### src/hdl/unused_placeholder_none.sv
`default_nettype none
`default_nettype wire

### src/hdl/t1dl_pkg.sv
`default_nettype none
package t1dl_pkg;
  // Register indices; byte address is four times the index
  localparam logic [7:0] IDX_CRC_HI = 8'h25;
  localparam logic [7:0] IDX_CRC_LO = 8'h26;
  localparam logic [7:0] IDX_FEC = 8'h27;
  localparam logic [7:0] IDX_RX_BYTE = 8'h28;
  localparam logic [7:0] IDX_MATCH_A = 8'h29;
  localparam logic [7:0] IDX_MATCH_B = 8'h2A;
  localparam logic [7:0] IDX_TX_BYTE = 8'h7E;
  localparam logic [7:0] IDX_CONTROL = 8'h40;
  localparam logic [7:0] IDX_STATUS = 8'h41;
  localparam logic [7:0] IDX_MASK = 8'h42;
  // Control bits
  localparam int CTL_FFS = 0;
  localparam int CTL_DESTUFF = 1;
  localparam int CTL_STUFF = 2;
  localparam int CTL_FSERR = 3;
  localparam int CTL_SIGF = 4;
  // Status and mask bits
  localparam int ST_ABORT = 1;
  localparam int ST_MATCH = 2;
  localparam int ST_TXE = 3;
  localparam int ST_RXF = 4;
  localparam int ST_SEC = 5;
  localparam logic [7:0] ST_IMPL = 8'h3E;
  // Counter limits and run lengths
  localparam logic [15:0] CRC_MAX = 16'hFFFF;
  localparam logic [7:0] FEC_MAX = 8'hFF;
  localparam logic [2:0] STUFF_RUN = 3'h5;
  localparam logic [2:0] RUN_CAP = 3'h7;
  localparam logic [3:0] DESTUFF_RUN = 4'h5;
  localparam logic [3:0] ABORT_RUN = 4'h8;
  localparam logic [2:0] LAST_BIT = 3'h7;
  localparam int LINE_RATE_HZ = 1544000;
  // AXI responses
  localparam logic [1:0] RESP_OKAY = 2'h0;
  localparam logic [1:0] RESP_SLVERR = 2'h2;

  // Line-side inputs, sampled together
  typedef struct packed {
    logic clk;
    logic data;
    logic fe_slot;
    logic ft_slot;
    logic fs_slot;
    logic fexp;
    logic dl_slot;
    logic sig_slot;
    logic crc_err;
    logic los;
    logic tx_clk;
    logic tx_slot;
  } t1dl_link_t;

  // Whole state of the block
  typedef struct packed {
    t1dl_link_t s1;
    t1dl_link_t s2;
    logic rclk_prev;
    logic tclk_prev;
    logic [4:0] control;
    logic [7:0] status;
    logic [7:0] mask;
    logic [7:0] match_a;
    logic [7:0] match_b;
    logic [7:0] tx_hold;
    logic [15:0] crc_live;
    logic [7:0] fec_live;
    logic [15:0] crc_rep;
    logic [7:0] fec_rep;
    logic [20:0] sec_cnt;
    logic [7:0] rx_sh;
    logic [2:0] rx_cnt;
    logic [3:0] rx_ones;
    logic [7:0] rx_byte;
    logic rx_ser;
    logic [7:0] tx_sh;
    logic [2:0] tx_idx;
    logic [2:0] tx_ones;
    logic tx_bit;
    logic aw_ok;
    logic [7:0] aw_idx;
    logic w_ok;
    logic [7:0] wdata;
    logic wstrb0;
    logic bvalid;
    logic [1:0] bresp;
    logic rvalid;
    logic [7:0] rdata;
    logic [1:0] rresp;
    logic irq_n;
  } t1dl_state_t;
endpackage
`default_nettype wire

### src/hdl/t1dl_core.sv
// What this block does
// Count CRC6 word errors, 16 bits, extended mode
// CRC6 counter stops at 65535
// Loss of sync freezes both error counters
// Extended mode: count each framing bit error
// Superframe mode: count Ft bit errors
// Fs error enable adds Fs bit errors
// Framing error counter stops at 255
// Shift data-link bits in, first bit LSB
// Full byte sets full flag, masked interrupt
// Host reads byte within 2 ms
// Byte equal to a match sets flag
// Destuffer deletes zero after exactly five ones
// Zero after six or more ones stays
// Host should keep destuffer enabled
// Send written byte LSB first in slots
// Eight bits sent sets empty flag, interrupt
// Host rewrites byte within 2 or 1.5 ms
// Unrewritten byte is sent again
// Stuffer inserts zero after five ones
// Signaling force drives robbed bits to one
// Counters reported on each one-second boundary
// Eight ones in data link set abort
// Stuff run spans bytes, zero delays bits
`default_nettype none
module t1dl_core #(
  parameter int unsigned SEC_BITS = t1dl_pkg::LINE_RATE_HZ
) (
  // Clock and reset
  input wire logic mclk,
  input wire logic nrst,
  // AXI4-Lite write address and data
  input wire logic [31:0] s_axi_awaddr,
  input wire logic s_axi_awvalid,
  output logic s_axi_awready,
  input wire logic [31:0] s_axi_wdata,
  input wire logic [3:0] s_axi_wstrb,
  input wire logic s_axi_wvalid,
  output logic s_axi_wready,
  // AXI4-Lite write response
  output logic [1:0] s_axi_bresp,
  output logic s_axi_bvalid,
  input wire logic s_axi_bready,
  // AXI4-Lite read
  input wire logic [31:0] s_axi_araddr,
  input wire logic s_axi_arvalid,
  output logic s_axi_arready,
  output logic [31:0] s_axi_rdata,
  output logic [1:0] s_axi_rresp,
  output logic s_axi_rvalid,
  input wire logic s_axi_rready,
  // Line side, asynchronous to mclk
  input wire t1dl_pkg::t1dl_link_t link_in,
  // Line side outputs
  output logic rx_serial_out,
  output logic tx_dl_bit,
  // Interrupt, active low
  output logic second_irq_n
);

  t1dl_pkg::t1dl_state_t q;
  t1dl_pkg::t1dl_state_t d;
  logic rx_edge;
  logic tx_edge;
  logic sec_wrap;
  logic dl_take;
  logic dl_drop;
  logic rx_done;
  logic [7:0] rx_new;
  logic tx_stuff;
  logic tx_send;
  logic crc_inc;
  logic fe_inc;

  // Known register index, shared by read and write decode
  function automatic logic reg_known(input logic [7:0] idx);
    unique case (idx)
      t1dl_pkg::IDX_CRC_HI, t1dl_pkg::IDX_CRC_LO, t1dl_pkg::IDX_FEC,
      t1dl_pkg::IDX_RX_BYTE, t1dl_pkg::IDX_MATCH_A, t1dl_pkg::IDX_MATCH_B,
      t1dl_pkg::IDX_TX_BYTE, t1dl_pkg::IDX_CONTROL, t1dl_pkg::IDX_STATUS,
      t1dl_pkg::IDX_MASK: reg_known = 1'b1;
      default: reg_known = 1'b0;
    endcase
  endfunction

  // Read data for an index; unknown reads as zero
  function automatic logic [7:0] reg_read(input t1dl_pkg::t1dl_state_t s,
                                          input logic [7:0] idx);
    unique case (idx)
      t1dl_pkg::IDX_CRC_HI: reg_read = s.crc_rep[15:8];
      t1dl_pkg::IDX_CRC_LO: reg_read = s.crc_rep[7:0];
      t1dl_pkg::IDX_FEC: reg_read = s.fec_rep;
      t1dl_pkg::IDX_RX_BYTE: reg_read = s.rx_byte;
      t1dl_pkg::IDX_MATCH_A: reg_read = s.match_a;
      t1dl_pkg::IDX_MATCH_B: reg_read = s.match_b;
      t1dl_pkg::IDX_TX_BYTE: reg_read = s.tx_hold;
      t1dl_pkg::IDX_CONTROL: reg_read = {3'h0, s.control};
      t1dl_pkg::IDX_STATUS: reg_read = s.status;
      t1dl_pkg::IDX_MASK: reg_read = s.mask;
      default: reg_read = 8'h00;
    endcase
  endfunction

  // Handshake outputs straight from state
  assign s_axi_awready = ~q.aw_ok;
  assign s_axi_wready = ~q.w_ok;
  assign s_axi_arready = ~q.rvalid;
  assign s_axi_bvalid = q.bvalid;
  assign s_axi_bresp = q.bresp;
  assign s_axi_rvalid = q.rvalid;
  assign s_axi_rresp = q.rresp;
  assign s_axi_rdata = {24'h000000, q.rdata};
  assign rx_serial_out = q.rx_ser;
  assign tx_dl_bit = q.tx_bit;
  assign second_irq_n = q.irq_n;

  // Next-state logic for the whole block
  always_comb begin
    logic [7:0] sets;
    logic [7:0] clr;
    logic ffs;
    logic dbit;
    logic tbit;
    logic [15:0] crc_base;
    logic [7:0] fec_base;
    sets = 8'h00;
    clr = 8'h00;
    d = q;
    ffs = q.control[t1dl_pkg::CTL_FFS];
    dbit = q.s2.data;
    tbit = 1'b0;
    crc_base = q.crc_live;
    fec_base = q.fec_live;

    // Two-stage sync; edges seen only past the second stage
    d.s1 = link_in;
    d.s2 = q.s1;
    d.rclk_prev = q.s2.clk;
    d.tclk_prev = q.s2.tx_clk;
    rx_edge = q.s2.clk & ~q.rclk_prev;
    tx_edge = q.s2.tx_clk & ~q.tclk_prev;

    // Second boundary counted in received bit times
    sec_wrap = rx_edge && (q.sec_cnt == 21'(SEC_BITS - 1));
    crc_inc = rx_edge && ffs && q.s2.crc_err && !q.s2.los;
    fe_inc = rx_edge && !q.s2.los && (q.s2.data != q.s2.fexp) &&
             ((ffs && q.s2.fe_slot) ||
              (!ffs && q.s2.ft_slot) ||
              (!ffs && q.control[t1dl_pkg::CTL_FSERR] && q.s2.fs_slot));
    if (rx_edge) begin
      d.sec_cnt = sec_wrap ? 21'h000000 : q.sec_cnt + 21'h000001;
    end
    // Report last second, restart live counts
    if (sec_wrap) begin
      d.crc_rep = q.crc_live;
      d.fec_rep = q.fec_live;
      crc_base = 16'h0000;
      fec_base = 8'h00;
      sets[t1dl_pkg::ST_SEC] = 1'b1;
    end
    // Saturating counts; an error on the wrap edge opens the new second
    d.crc_live = (crc_inc && crc_base != t1dl_pkg::CRC_MAX) ?
                 crc_base + 16'h0001 : crc_base;
    d.fec_live = (fe_inc && fec_base != t1dl_pkg::FEC_MAX) ?
                 fec_base + 8'h01 : fec_base;

    // Receive serial out with optional forcing of robbed bits
    if (rx_edge) begin
      d.rx_ser = (q.s2.sig_slot && q.control[t1dl_pkg::CTL_SIGF]) ?
                 1'b1 : q.s2.data;
    end

    // Receive data link: FDL bit in extended mode, Fs bit otherwise
    dl_take = rx_edge && (ffs ? q.s2.dl_slot : q.s2.fs_slot);
    dl_drop = dl_take && !dbit && q.control[t1dl_pkg::CTL_DESTUFF] &&
              (q.rx_ones == t1dl_pkg::DESTUFF_RUN);
    rx_new = {dbit, q.rx_sh[7:1]};
    rx_done = dl_take && !dl_drop && (q.rx_cnt == t1dl_pkg::LAST_BIT);
    if (dl_take) begin
      // Run length saturates so long runs never look like five
      if (!dbit) begin
        d.rx_ones = 4'h0;
      end else if (q.rx_ones != t1dl_pkg::ABORT_RUN) begin
        d.rx_ones = q.rx_ones + 4'h1;
      end
      if (dbit && q.rx_ones == t1dl_pkg::ABORT_RUN - 4'h1) begin
        sets[t1dl_pkg::ST_ABORT] = 1'b1;
      end
      if (!dl_drop) begin
        d.rx_sh = rx_new;
        d.rx_cnt = q.rx_cnt + 3'h1;
      end
    end
    // Byte complete: publish, flag, compare
    if (rx_done) begin
      d.rx_byte = rx_new;
      sets[t1dl_pkg::ST_RXF] = 1'b1;
      if (rx_new == q.match_a || rx_new == q.match_b) begin
        sets[t1dl_pkg::ST_MATCH] = 1'b1;
      end
    end

    // Transmit data link; a stuffed zero holds the bit index
    tx_send = tx_edge && q.s2.tx_slot;
    tx_stuff = tx_send && q.control[t1dl_pkg::CTL_STUFF] &&
               (q.tx_ones == t1dl_pkg::STUFF_RUN);
    if (tx_stuff) begin
      d.tx_bit = 1'b0;
      d.tx_ones = 3'h0;
    end else if (tx_send) begin
      // Byte start reloads the holding byte, old or new
      if (q.tx_idx == 3'h0) begin
        d.tx_sh = q.tx_hold;
        tbit = q.tx_hold[0];
      end else begin
        tbit = q.tx_sh[q.tx_idx];
      end
      d.tx_bit = tbit;
      // Run carried over byte boundaries
      if (!tbit) begin
        d.tx_ones = 3'h0;
      end else if (q.tx_ones != t1dl_pkg::RUN_CAP) begin
        d.tx_ones = q.tx_ones + 3'h1;
      end
      d.tx_idx = q.tx_idx + 3'h1;
      if (q.tx_idx == t1dl_pkg::LAST_BIT) begin
        sets[t1dl_pkg::ST_TXE] = 1'b1;
      end
    end

    // AXI write channels, taken in either order
    if (s_axi_awvalid && !q.aw_ok) begin
      d.aw_ok = 1'b1;
      d.aw_idx = s_axi_awaddr[9:2];
    end
    if (s_axi_wvalid && !q.w_ok) begin
      d.w_ok = 1'b1;
      d.wdata = s_axi_wdata[7:0];
      d.wstrb0 = s_axi_wstrb[0];
    end
    // Commit waits until the previous response is gone
    if (q.aw_ok && q.w_ok && !q.bvalid) begin
      d.aw_ok = 1'b0;
      d.w_ok = 1'b0;
      d.bvalid = 1'b1;
      d.bresp = reg_known(q.aw_idx) ? t1dl_pkg::RESP_OKAY :
                t1dl_pkg::RESP_SLVERR;
      if (q.wstrb0) begin
        unique case (q.aw_idx)
          t1dl_pkg::IDX_MATCH_A: d.match_a = q.wdata;
          t1dl_pkg::IDX_MATCH_B: d.match_b = q.wdata;
          t1dl_pkg::IDX_TX_BYTE: d.tx_hold = q.wdata;
          t1dl_pkg::IDX_CONTROL: d.control = q.wdata[4:0];
          t1dl_pkg::IDX_STATUS: clr = q.wdata;
          t1dl_pkg::IDX_MASK: d.mask = q.wdata & t1dl_pkg::ST_IMPL;
          default: d.bresp = d.bresp;
        endcase
      end
    end else if (q.bvalid && s_axi_bready) begin
      d.bvalid = 1'b0;
    end

    // AXI read: one in flight, data one cycle after address
    if (q.rvalid) begin
      if (s_axi_rready) begin
        d.rvalid = 1'b0;
      end
    end else if (s_axi_arvalid) begin
      d.rvalid = 1'b1;
      d.rdata = reg_read(q, s_axi_araddr[9:2]);
      d.rresp = reg_known(s_axi_araddr[9:2]) ? t1dl_pkg::RESP_OKAY :
                t1dl_pkg::RESP_SLVERR;
    end

    // Sticky flags: write one to clear, a new event wins
    d.status = ((q.status & ~clr) | sets) & t1dl_pkg::ST_IMPL;
    // New mask acts with the flags, so a mask write never leaves a stale level
    d.irq_n = ~|(d.status & d.mask);
  end

  // State register, synchronous reset
  always_ff @(posedge mclk) begin
    if (!nrst) begin
      q <= '0;
      q.irq_n <= 1'b1;
    end else begin
      q <= d;
    end
  end

  // Checks on the block's own behaviour
  crc_sat_a: assert property (@(posedge mclk) disable iff (!nrst)
    (q.crc_live == t1dl_pkg::CRC_MAX && !sec_wrap) |=> q.crc_live == t1dl_pkg::CRC_MAX)
    else $error("crc count left its maximum");
  fec_sat_a: assert property (@(posedge mclk) disable iff (!nrst)
    (q.fec_live == t1dl_pkg::FEC_MAX && !sec_wrap) |=> q.fec_live == t1dl_pkg::FEC_MAX)
    else $error("framing count left its maximum");
  los_freeze_a: assert property (@(posedge mclk) disable iff (!nrst)
    (q.s2.los && !sec_wrap) |=> $stable(q.crc_live) && $stable(q.fec_live))
    else $error("counter moved during loss of sync");
  crc_mode_a: assert property (@(posedge mclk) disable iff (!nrst)
    (!q.control[t1dl_pkg::CTL_FFS] && !sec_wrap) |=> $stable(q.crc_live))
    else $error("crc count moved outside extended mode");
  crc_count_a: assert property (@(posedge mclk) disable iff (!nrst)
    (crc_inc && !sec_wrap && q.crc_live != t1dl_pkg::CRC_MAX)
      |=> q.crc_live == $past(q.crc_live) + 16'h0001)
    else $error("crc error not counted");
  fe_ft_a: assert property (@(posedge mclk) disable iff (!nrst)
    (rx_edge && !q.s2.los && !q.control[t1dl_pkg::CTL_FFS] && q.s2.ft_slot &&
     q.s2.data != q.s2.fexp && !sec_wrap && q.fec_live != t1dl_pkg::FEC_MAX)
      |=> q.fec_live == $past(q.fec_live) + 8'h01)
    else $error("Ft bit error not counted");
  report_a: assert property (@(posedge mclk) disable iff (!nrst)
    sec_wrap |=> q.crc_rep == $past(q.crc_live) && q.fec_rep == $past(q.fec_live) &&
      q.status[t1dl_pkg::ST_SEC])
    else $error("second boundary did not report counts");
  rx_full_a: assert property (@(posedge mclk) disable iff (!nrst)
    rx_done |=> q.status[t1dl_pkg::ST_RXF] && q.rx_byte == $past(rx_new))
    else $error("full byte not published");
  rx_match_a: assert property (@(posedge mclk) disable iff (!nrst)
    (rx_done && (rx_new == q.match_a || rx_new == q.match_b))
      |=> q.status[t1dl_pkg::ST_MATCH])
    else $error("match flag missed");
  destuff_a: assert property (@(posedge mclk) disable iff (!nrst)
    dl_drop |=> $stable(q.rx_cnt) && $stable(q.rx_sh))
    else $error("stuffed zero kept");
  abort_a: assert property (@(posedge mclk) disable iff (!nrst)
    (dl_take && q.s2.data && q.rx_ones == t1dl_pkg::ABORT_RUN - 4'h1)
      |=> q.status[t1dl_pkg::ST_ABORT])
    else $error("abort flag missed");
  stuff_a: assert property (@(posedge mclk) disable iff (!nrst)
    tx_stuff |=> !q.tx_bit && $stable(q.tx_idx))
    else $error("zero not stuffed");
  tx_empty_a: assert property (@(posedge mclk) disable iff (!nrst)
    (tx_send && !tx_stuff && q.tx_idx == t1dl_pkg::LAST_BIT)
      |=> q.status[t1dl_pkg::ST_TXE] && q.tx_idx == 3'h0)
    else $error("empty flag missed");
  sig_force_a: assert property (@(posedge mclk) disable iff (!nrst)
    (rx_edge && q.s2.sig_slot && q.control[t1dl_pkg::CTL_SIGF]) |=> rx_serial_out)
    else $error("robbed bit not forced");
  irq_a: assert property (@(posedge mclk) disable iff (!nrst)
    (q.status[t1dl_pkg::ST_RXF] && q.mask[t1dl_pkg::ST_RXF]) |-> !second_irq_n)
    else $error("interrupt not asserted");

  // Framing error sources, destuffing, receive shifting, pass-through, transmit reload and interrupt level
  fe_esf_a: assert property (@(posedge mclk) disable iff (!nrst)
    (rx_edge && !q.s2.los && q.control[t1dl_pkg::CTL_FFS] && q.s2.fe_slot &&
     q.s2.data != q.s2.fexp && !sec_wrap && q.fec_live != t1dl_pkg::FEC_MAX)
      |=> q.fec_live == $past(q.fec_live) + 8'h01)
    else $error("extended mode framing error not counted");
  fe_fs_a: assert property (@(posedge mclk) disable iff (!nrst)
    (rx_edge && !q.s2.los && !q.control[t1dl_pkg::CTL_FFS] &&
     q.control[t1dl_pkg::CTL_FSERR] && q.s2.fs_slot && q.s2.data != q.s2.fexp &&
     !sec_wrap && q.fec_live != t1dl_pkg::FEC_MAX)
      |=> q.fec_live == $past(q.fec_live) + 8'h01)
    else $error("Fs bit error not counted");
  long_run_a: assert property (@(posedge mclk) disable iff (!nrst)
    (dl_take && !q.s2.data && q.rx_ones > t1dl_pkg::DESTUFF_RUN)
      |=> q.rx_cnt == $past(q.rx_cnt) + 3'h1)
    else $error("zero after a long run dropped");
  rx_shift_a: assert property (@(posedge mclk) disable iff (!nrst)
    (dl_take && !dl_drop) |=> q.rx_sh[7] == $past(q.s2.data))
    else $error("data-link bit not shifted in at the top");
  tx_reload_a: assert property (@(posedge mclk) disable iff (!nrst)
    (tx_send && !tx_stuff && q.tx_idx == 3'h0)
      |=> q.tx_sh == $past(q.tx_hold) && q.tx_bit == $past(q.tx_hold[0]))
    else $error("byte start did not load the held byte");
  sig_pass_a: assert property (@(posedge mclk) disable iff (!nrst)
    (rx_edge && !(q.s2.sig_slot && q.control[t1dl_pkg::CTL_SIGF]))
      |=> rx_serial_out == $past(q.s2.data))
    else $error("received bit not passed through");
  irq_level_a: assert property (@(posedge mclk) disable iff (!nrst)
    second_irq_n == !(|(q.status & q.mask)))
    else $error("interrupt level does not follow flags");
endmodule
`default_nettype wire

### config.mk
export PLATFORM = sky130hd
export DESIGN_NAME = t1dl_core
export DESIGN_NICKNAME = d
export VERILOG_FILES = /design/src/hdl/unused_placeholder_none.sv /design/src/hdl/t1dl_pkg.sv /design/src/hdl/t1dl_core.sv
export SDC_FILE = /design/constraint.sdc
export NUM_CORES = 1
export LEC_CHECK = 0
export ABC_AREA = 1
export BUFFER_PORTS_ARGS = -buffer_cell sky130_fd_sc_hd__clkbuf_2
export CAP_MARGIN = 20
export CORE_MARGIN = 5
export CORE_UTILIZATION = 57
export CTS_CLUSTER_SIZE = 25
export DETAILED_ROUTE_END_ITERATION = 10
export PLACE_DENSITY = 0.84
export SYNTH_ARGS = -nofsm -noshare
export SYNTH_HDL_FRONTEND = slang
export SYNTH_SLANG_ARGS = --single-unit
### constraint.sdc
create_clock -name mclk -period 3.1 [get_ports mclk]
set_input_delay 0.62 -clock mclk [delete_from_list [all_inputs] [get_ports mclk]]
set_output_delay 0.62 -clock mclk [all_outputs]
set_load 0.01 [all_outputs]
-- Word-level counts from Yosys, hierarchy flattened
Cells that the tools add are included.
- register bits: 210
- input port bits: 119
- output and inout port bits: 44
- word-level logic and storage cells: 218
- add/subtract/negate cells: 7
- order comparisons: 1
- equality and inequality tests: 35
- multiplexer cells: 47
- bitwise operators: 14
- reduce and logical (&&, ||, !) cells: 57
- operators by type and width (cell ; count):
    8-bit by 6-bit equality test with 1-bit output (second input constant) ; 12
    8-bit one-hot mux with 10 select lines ; 1
    8-bit by 7-bit equality test with 1-bit output (second input constant) ; 8
    32-bit two-way mux ; 2
    8-bit two-way mux ; 6
    16-bit two-way mux ; 2
    1-bit logical AND ; 29
    1-bit two-way mux ; 24
    21-bit by 1-bit adder with 21-bit output (second input constant) ; 1
    21-bit equality test (second input constant) ; 1
    21-bit two-way mux ; 1
    10-bit OR reduction ; 2
    6-bit two-way mux ; 3
    16-bit by 1-bit adder with 16-bit output (second input constant) ; 1
    8-bit equality test ; 2
    16-bit inequality test (second input constant) ; 1
    3-bit AND reduction ; 5
    11-bit two-way mux ; 1
    2-bit AND reduction ; 5
    3-bit by 1-bit adder with 3-bit output (second input constant) ; 3
    3-bit equality test (second input constant) ; 3
    8-bit by 1-bit adder with 8-bit output (second input constant) ; 1
    6-bit by 8-bit bitwise AND with 8-bit output ; 1
    4-bit by 3-bit equality test with 1-bit output (second input constant) ; 2
    22 further kinds ; 44

-- Longest topological paths before layout
- depth in word-level cells: 14
- depth in mapped cells: 19
- depth with buffers taken out: 16

-- Worst setup path after synthesis
OpenSTA, ideal clock, no wires.
- path type: register to register
- start point: register q[73] in the netlist's numbering
- end point: register q[141] in the netlist's numbering
- arrival time: 2360 ps
- required time: 2985 ps
- setup slack: 625 ps
- cell stages (with the launch flop): 18
- buffers on the path: 4
- path through: dfxtp_1 > ha_1 > nand3_1 > nor2_2 > nand3_4 > buf_12 > buf_6 > buf_6 > nand2_1 > inv_1 > ha_1 > nand2_1 > nand3b_1 > nor2_2 > nand4_4 > buf_6 > a21oi_1 > nor2_1
- cells in the longest elaborated chain, start to end: 6
- RTL lines (item ; line ; text):
    start, declared ; t1dl_core.sv:61 ; t1dl_pkg::t1dl_state_t q;
    21-bit equality test (*) ; t1dl_core.sv:144 ; sec_wrap = rx_edge && (q.sec_cnt == 21'(SEC_BITS - 1));
    1-bit logical AND (*) ; t1dl_core.sv:144 ;
    16-bit two-way mux (*) ; t1dl_core.sv:154 ; if (sec_wrap) begin
    parallel branches: the longest is 2 deep, another holds 16-bit by 1-bit adder with 16-bit output ; n/a ;
    16-bit two-way mux (*) ; t1dl_core.sv:162 ; d.crc_live = (crc_inc && crc_base != t1dl_pkg::CRC_MAX) ?
Every way passes the cells marked *.
A chain may end at the register's enable or synchronous reset.

-- Final worst setup path
- start point: register q[73] in the netlist's numbering
- end point: register q[129] in the netlist's numbering
Same word-level chain as after synthesis.

==> impl_results.html <==
<table>
<tr><th>Metric</th><th>Value</th></tr>
<tr><th colspan="2">STA</th></tr>
<tr><td>TNS Setup</td><td>0 ns</td></tr>
<tr><td>Final worst path period need</td><td>2.69 ns</td></tr>
<tr><td>Relative slew margins</td><td>40.3%</td></tr>
<tr><td>Slew Viols, Final</td><td>0</td></tr>
<tr><td>RSZ-0062 raised after global routing</td><td>false</td></tr>
<tr><td>Highest Clock Rate</td><td>371 MHz</td></tr>
<tr><td>Worst Skew</td><td>0.0305 ns</td></tr>
<tr><td>Fraction of the cycle the final worst path needs</td><td>86.9%</td></tr>
<tr><td>Transition time of the tightest slew-check pin</td><td>0.893 ns</td></tr>
<tr><td>Number of endpoints with negative hold slack in the final report</td><td>0</td></tr>
<tr><td>Final-report setup violation count</td><td>0</td></tr>
<tr><th colspan="2">Route</th></tr>
<tr><td>Overall routed net length</td><td>21.5 mm</td></tr>
<tr><td>Pre-antenna DRT Iters</td><td>5</td></tr>
<tr><td>Average detailed-routed wire length per instance</td><td>13.2 microns</td></tr>
<tr><td>Post-route DRC</td><td>0</td></tr>
<tr><td>Number of DRC violations after detailed-routing iteration 0</td><td>632</td></tr>
<tr><td>Average via count per standard cell</td><td>5.22</td></tr>
<tr><td>Antenna-violating nets left</td><td>0</td></tr>
<tr><td>Routed vias</td><td>8519</td></tr>
<tr><th colspan="2">Clock network</th></tr>
<tr><td>H-tree depth</td><td>1</td></tr>
<tr><td>Post-CTS setup buffer count</td><td>0</td></tr>
<tr><td>Number of hold-repair buffers added at the cts stage</td><td>0</td></tr>
<tr><td>Post-cts resize count</td><td>0</td></tr>
<tr><td>CTS sink cnt</td><td>204</td></tr>
<tr><td>Clock tree from TritonCTS</td><td>done</td></tr>
<tr><td>Worst-path clk slew</td><td>0.06 ns</td></tr>
<tr><td>Cell chosen for the clock root</td><td>clkbuf_16</td></tr>
<tr><td>Clk Latency, worst-skew pair</td><td>0.51 ns</td></tr>
<tr><td>Maximum count of clock buffers along a single path</td><td>3</td></tr>
<tr><td>Clock buffer count from CTS</td><td>21</td></tr>
<tr><th colspan="2">Die</th></tr>
<tr><td>Ports</td><td>163</td></tr>
<tr><td>Effective utilization at floorplan</td><td>58.3%</td></tr>
<tr><td>Die Y</td><td>140 microns</td></tr>
<tr><td>Die width</td><td>140 microns</td></tr>
<tr><td>Die Outline Area</td><td>19700 sq um</td></tr>
<tr><td>Num rows</td><td>47</td></tr>
<tr><td>Total core area</td><td>16600 sq um</td></tr>
<tr><th colspan="2">Power</th></tr>
<tr><td>Leakage power summed over all cells</td><td>4.63 nW</td></tr>
<tr><td>Int Pwr</td><td>4.11 mW</td></tr>
<tr><td>Combinational Power Share</td><td>4.9%</td></tr>
<tr><td>Total power divided by cell area</td><td>501 nW/um^2</td></tr>
<tr><td>Register share of total power</td><td>50.7%</td></tr>
<tr><td>Clk pwr share</td><td>44.4%</td></tr>
<tr><td>Switching Share</td><td>22.4%</td></tr>
<tr><td>Net switching power</td><td>1.19 mW</td></tr>
<tr><td>Maximum ir drop on the vdd rail</td><td>0.356 mV</td></tr>
<tr><th colspan="2">Finish</th></tr>
<tr><td>Top library cells by usage in the layout, fill and taps aside</td><td>243 x nand2_1, 204 x dfxtp_1, 194 x inv_1, 143 x a21oi_1, 129 x nor2_1</td></tr>
<tr><td>Largest register FFs</td><td>175</td></tr>
<tr><td>Register bank with the most flops</td><td>q</td></tr>
<tr><td>Nets@finish</td><td>1530</td></tr>
<tr><td>Antenna cell count</td><td>0</td></tr>
<tr><td>Layout fillers</td><td>1425</td></tr>
<tr><td>Area taken by multi-input logic gates</td><td>4430 sq um</td></tr>
<tr><td>Most frequent standard cell in the layout excluding fill and tap cells</td><td>nand2_1</td></tr>
<tr><td>Area growth from synthesis to layout</td><td>9.13%</td></tr>
<tr><td>Share of post-route cells with drive strength above 1</td><td>10.6%</td></tr>
<tr><td>Final core utilization</td><td>63.6%</td></tr>
<tr><td>Storage element area</td><td>4080 sq um</td></tr>
<tr><th colspan="2">Setup path</th></tr>
<tr><td>Crit start category</td><td>register</td></tr>
<tr><td>Data required time of the critical path</td><td>3.50 ns</td></tr>
<tr><td>Startpoint of the most critical setup path</td><td>q[73]</td></tr>
<tr><td>Kind of end point of the critical path</td><td>register</td></tr>
<tr><td>R2R Path Start</td><td>q[73]</td></tr>
<tr><td>Setup CP Type</td><td>reg -&gt; reg</td></tr>
<tr><td>Arr. time, crit path</td><td>3.09 ns</td></tr>
<tr><td>Maximum fanout count along the critical path</td><td>26</td></tr>
<tr><th colspan="2">GRT</th></tr>
<tr><td>Global-route congestion overflow total</td><td>0</td></tr>
<tr><td>Total routing usage reported by global routing</td><td>21.3%</td></tr>
<tr><td>Most Crowded Layer GR</td><td>met2</td></tr>
<tr><td>Met2 demand-to-capacity share in global routing</td><td>34.9%</td></tr>
<tr><td>Global-route wire length before repair</td><td>35.9 mm</td></tr>
<tr><td>Antenna violations before repair</td><td>0</td></tr>
<tr><td>Via count of the first global-routing pass</td><td>7693</td></tr>
<tr><td>M3 GR Usage</td><td>3.82%</td></tr>
<tr><td>Met1 usage</td><td>29.0%</td></tr>
<tr><td>Pin count of the biggest net entering global routing</td><td>58</td></tr>
<tr><th colspan="2">Synthesis</th></tr>
<tr><td>Unique cell type count in the Yosys netlist</td><td>46</td></tr>
<tr><td>FF+latch count, synth</td><td>204</td></tr>
<tr><td>Netlist area before placement</td><td>9700 sq um</td></tr>
<tr><td>Proportion of synthesized chip area in sequential cells</td><td>42.1%</td></tr>
<tr><td>EDFF count, synth</td><td>0</td></tr>
<tr><td>Top_reg_cell synth</td><td>dfxtp_1</td></tr>
<tr><td>Count of yosys warnings during synthesis</td><td>0</td></tr>
<tr><td>Average instance area after synthesis</td><td>7.13 sq um</td></tr>
<tr><td>Top cells by area, synth</td><td>dfxtp_1 42%, nand2_1 9.4%, inv_1 7.5%, a21oi_1 7.4%, o21ai_0 6.1%</td></tr>
<tr><td>Synthesized instance count</td><td>1360</td></tr>
<tr><td>Fraction of registers with async set/reset</td><td>0%</td></tr>
<tr><td>Largest area contributor in the synthesized netlist</td><td>dfxtp_1</td></tr>
<tr><td>Share of Yosys cell area claimed by the top area cell type</td><td>42.1%</td></tr>
<tr><th colspan="2">Placement</th></tr>
<tr><td>Number of port buffers</td><td>61</td></tr>
<tr><td>Hpwl dp</td><td>15.5 mm</td></tr>
<tr><td>Routability cong.</td><td>0.962</td></tr>
<tr><th colspan="2">Outcome</th></tr>
<tr><td>Outcome</td><td>completed</td></tr>
<tr><th colspan="2">Min path</th></tr>
<tr><td>Path class of the lowest-slack min-delay path</td><td>in -&gt; reg</td></tr>
<tr><td>Min-Delay Startpoint</td><td>link_in[11]</td></tr>
<tr><th colspan="2">Run</th></tr>
<tr><td>Max capacitance violation total</td><td>0</td></tr>
</table>
[layer usage]
layer	share of wire, %	vias up
met5	0	-
li1	-	4412
met3	6.2	37
met4	2.2	0
met2	46	220
met1	45	3850
[cells in the mapped netlist, types with 3 or more instances]
cell type	n
a211oi_1	21
a21oi_1	143
buf_2	7
buf_4	39
buf_6	4
clkbuf_1	28
dfxtp_1	204
ha_1	14
inv_1	194
inv_2	9
nand2_1	243
nand2_2	6
nand3_1	78
nand3_2	4
nand4_1	22
nor2_1	129
nor2_2	7
nor2_4	5
nor3_1	16
nor3_2	3
nor3b_1	3
nor4_1	4
o21ai_0	119
o21ai_1	7
o22ai_1	6
or2_2	5
xnor2_1	7
xor2_1	9
[worst paths after layout]
path	slack (ns)	end	cells past startpoint
max	0.41	q[129]	13
min reg2reg	0.41	q[194]	2
max reg2reg	0.41	q[129]	13
min	0.32	d[200]	3
[area by class of cell]
| class | count | area share, % |
|---|---|---|
| clock buffers | 31 | 5.79 |
| clock inverters | 6 | 0.319 |
| inverters | 205 | 7.32 |
| multi-input cells | 895 | 41.8 |
| flip-flops and latches | 204 | 38.6 |
| well taps | 220 | 2.60 |
| repair buffers | 70 | 3.55 |
[power groups by stage]
stage	registers [mW]	logic, mW	clock network (mW)
floorplan	2.74	0.203	0
global placement	2.74	0.248	0
detailed placement	2.75	0.254	0
CTS	2.69	0.255	2.40
global route	2.69	0.293	2.51
finish	2.69	0.258	2.35
[per-stage QoR]
stage | total power [mW] | std cells | cell area, sq um | hold WS (ns) | worst slack (ns)
finish | 5.30 | 1631 | 10600 | 0.318 | 0.406
floorplan | 2.94 | 1385 | 9790 | 0.390 | 0.625
detailed placement | 3.00 | 1594 | 9940 | 0.395 | 0.452
global route | 5.49 | 1631 | 10600 | 0.316 | 0.120
CTS | 5.34 | 1631 | 10600 | 0.302 | 0.440
global placement | 2.99 | 1594 | 9940 | 0.392 | 0.541
[cells by family after synthesis]
logic type	after synthesis	share of synthesized area, %
AO/OA/AOI/OAI	302	16.4
XOR/XNOR	16	1.45
adder cells (fa/ha/maj)	14	1.81
buffers and inverters	286	13.2
flip-flops	204	42.1
other	1	0.0387
AND/OR/NAND/NOR	537	25.0
[critical path, stage by stage (launching register included)]
cell      delay [ns]
dfxtp_1         0.34
ha_1            0.24
nand3_1         0.12
nor2_2          0.07
nand3_4         0.16
nand2_1         0.12
inv_1           0.10
ha_1            0.17
nand2_1         0.06
nand3b_1        0.20
nor2_2          0.31
nand4_4         0.39
a21oi_1         0.26
nor2_1          0.06
(Power assumes the default switching activity.)
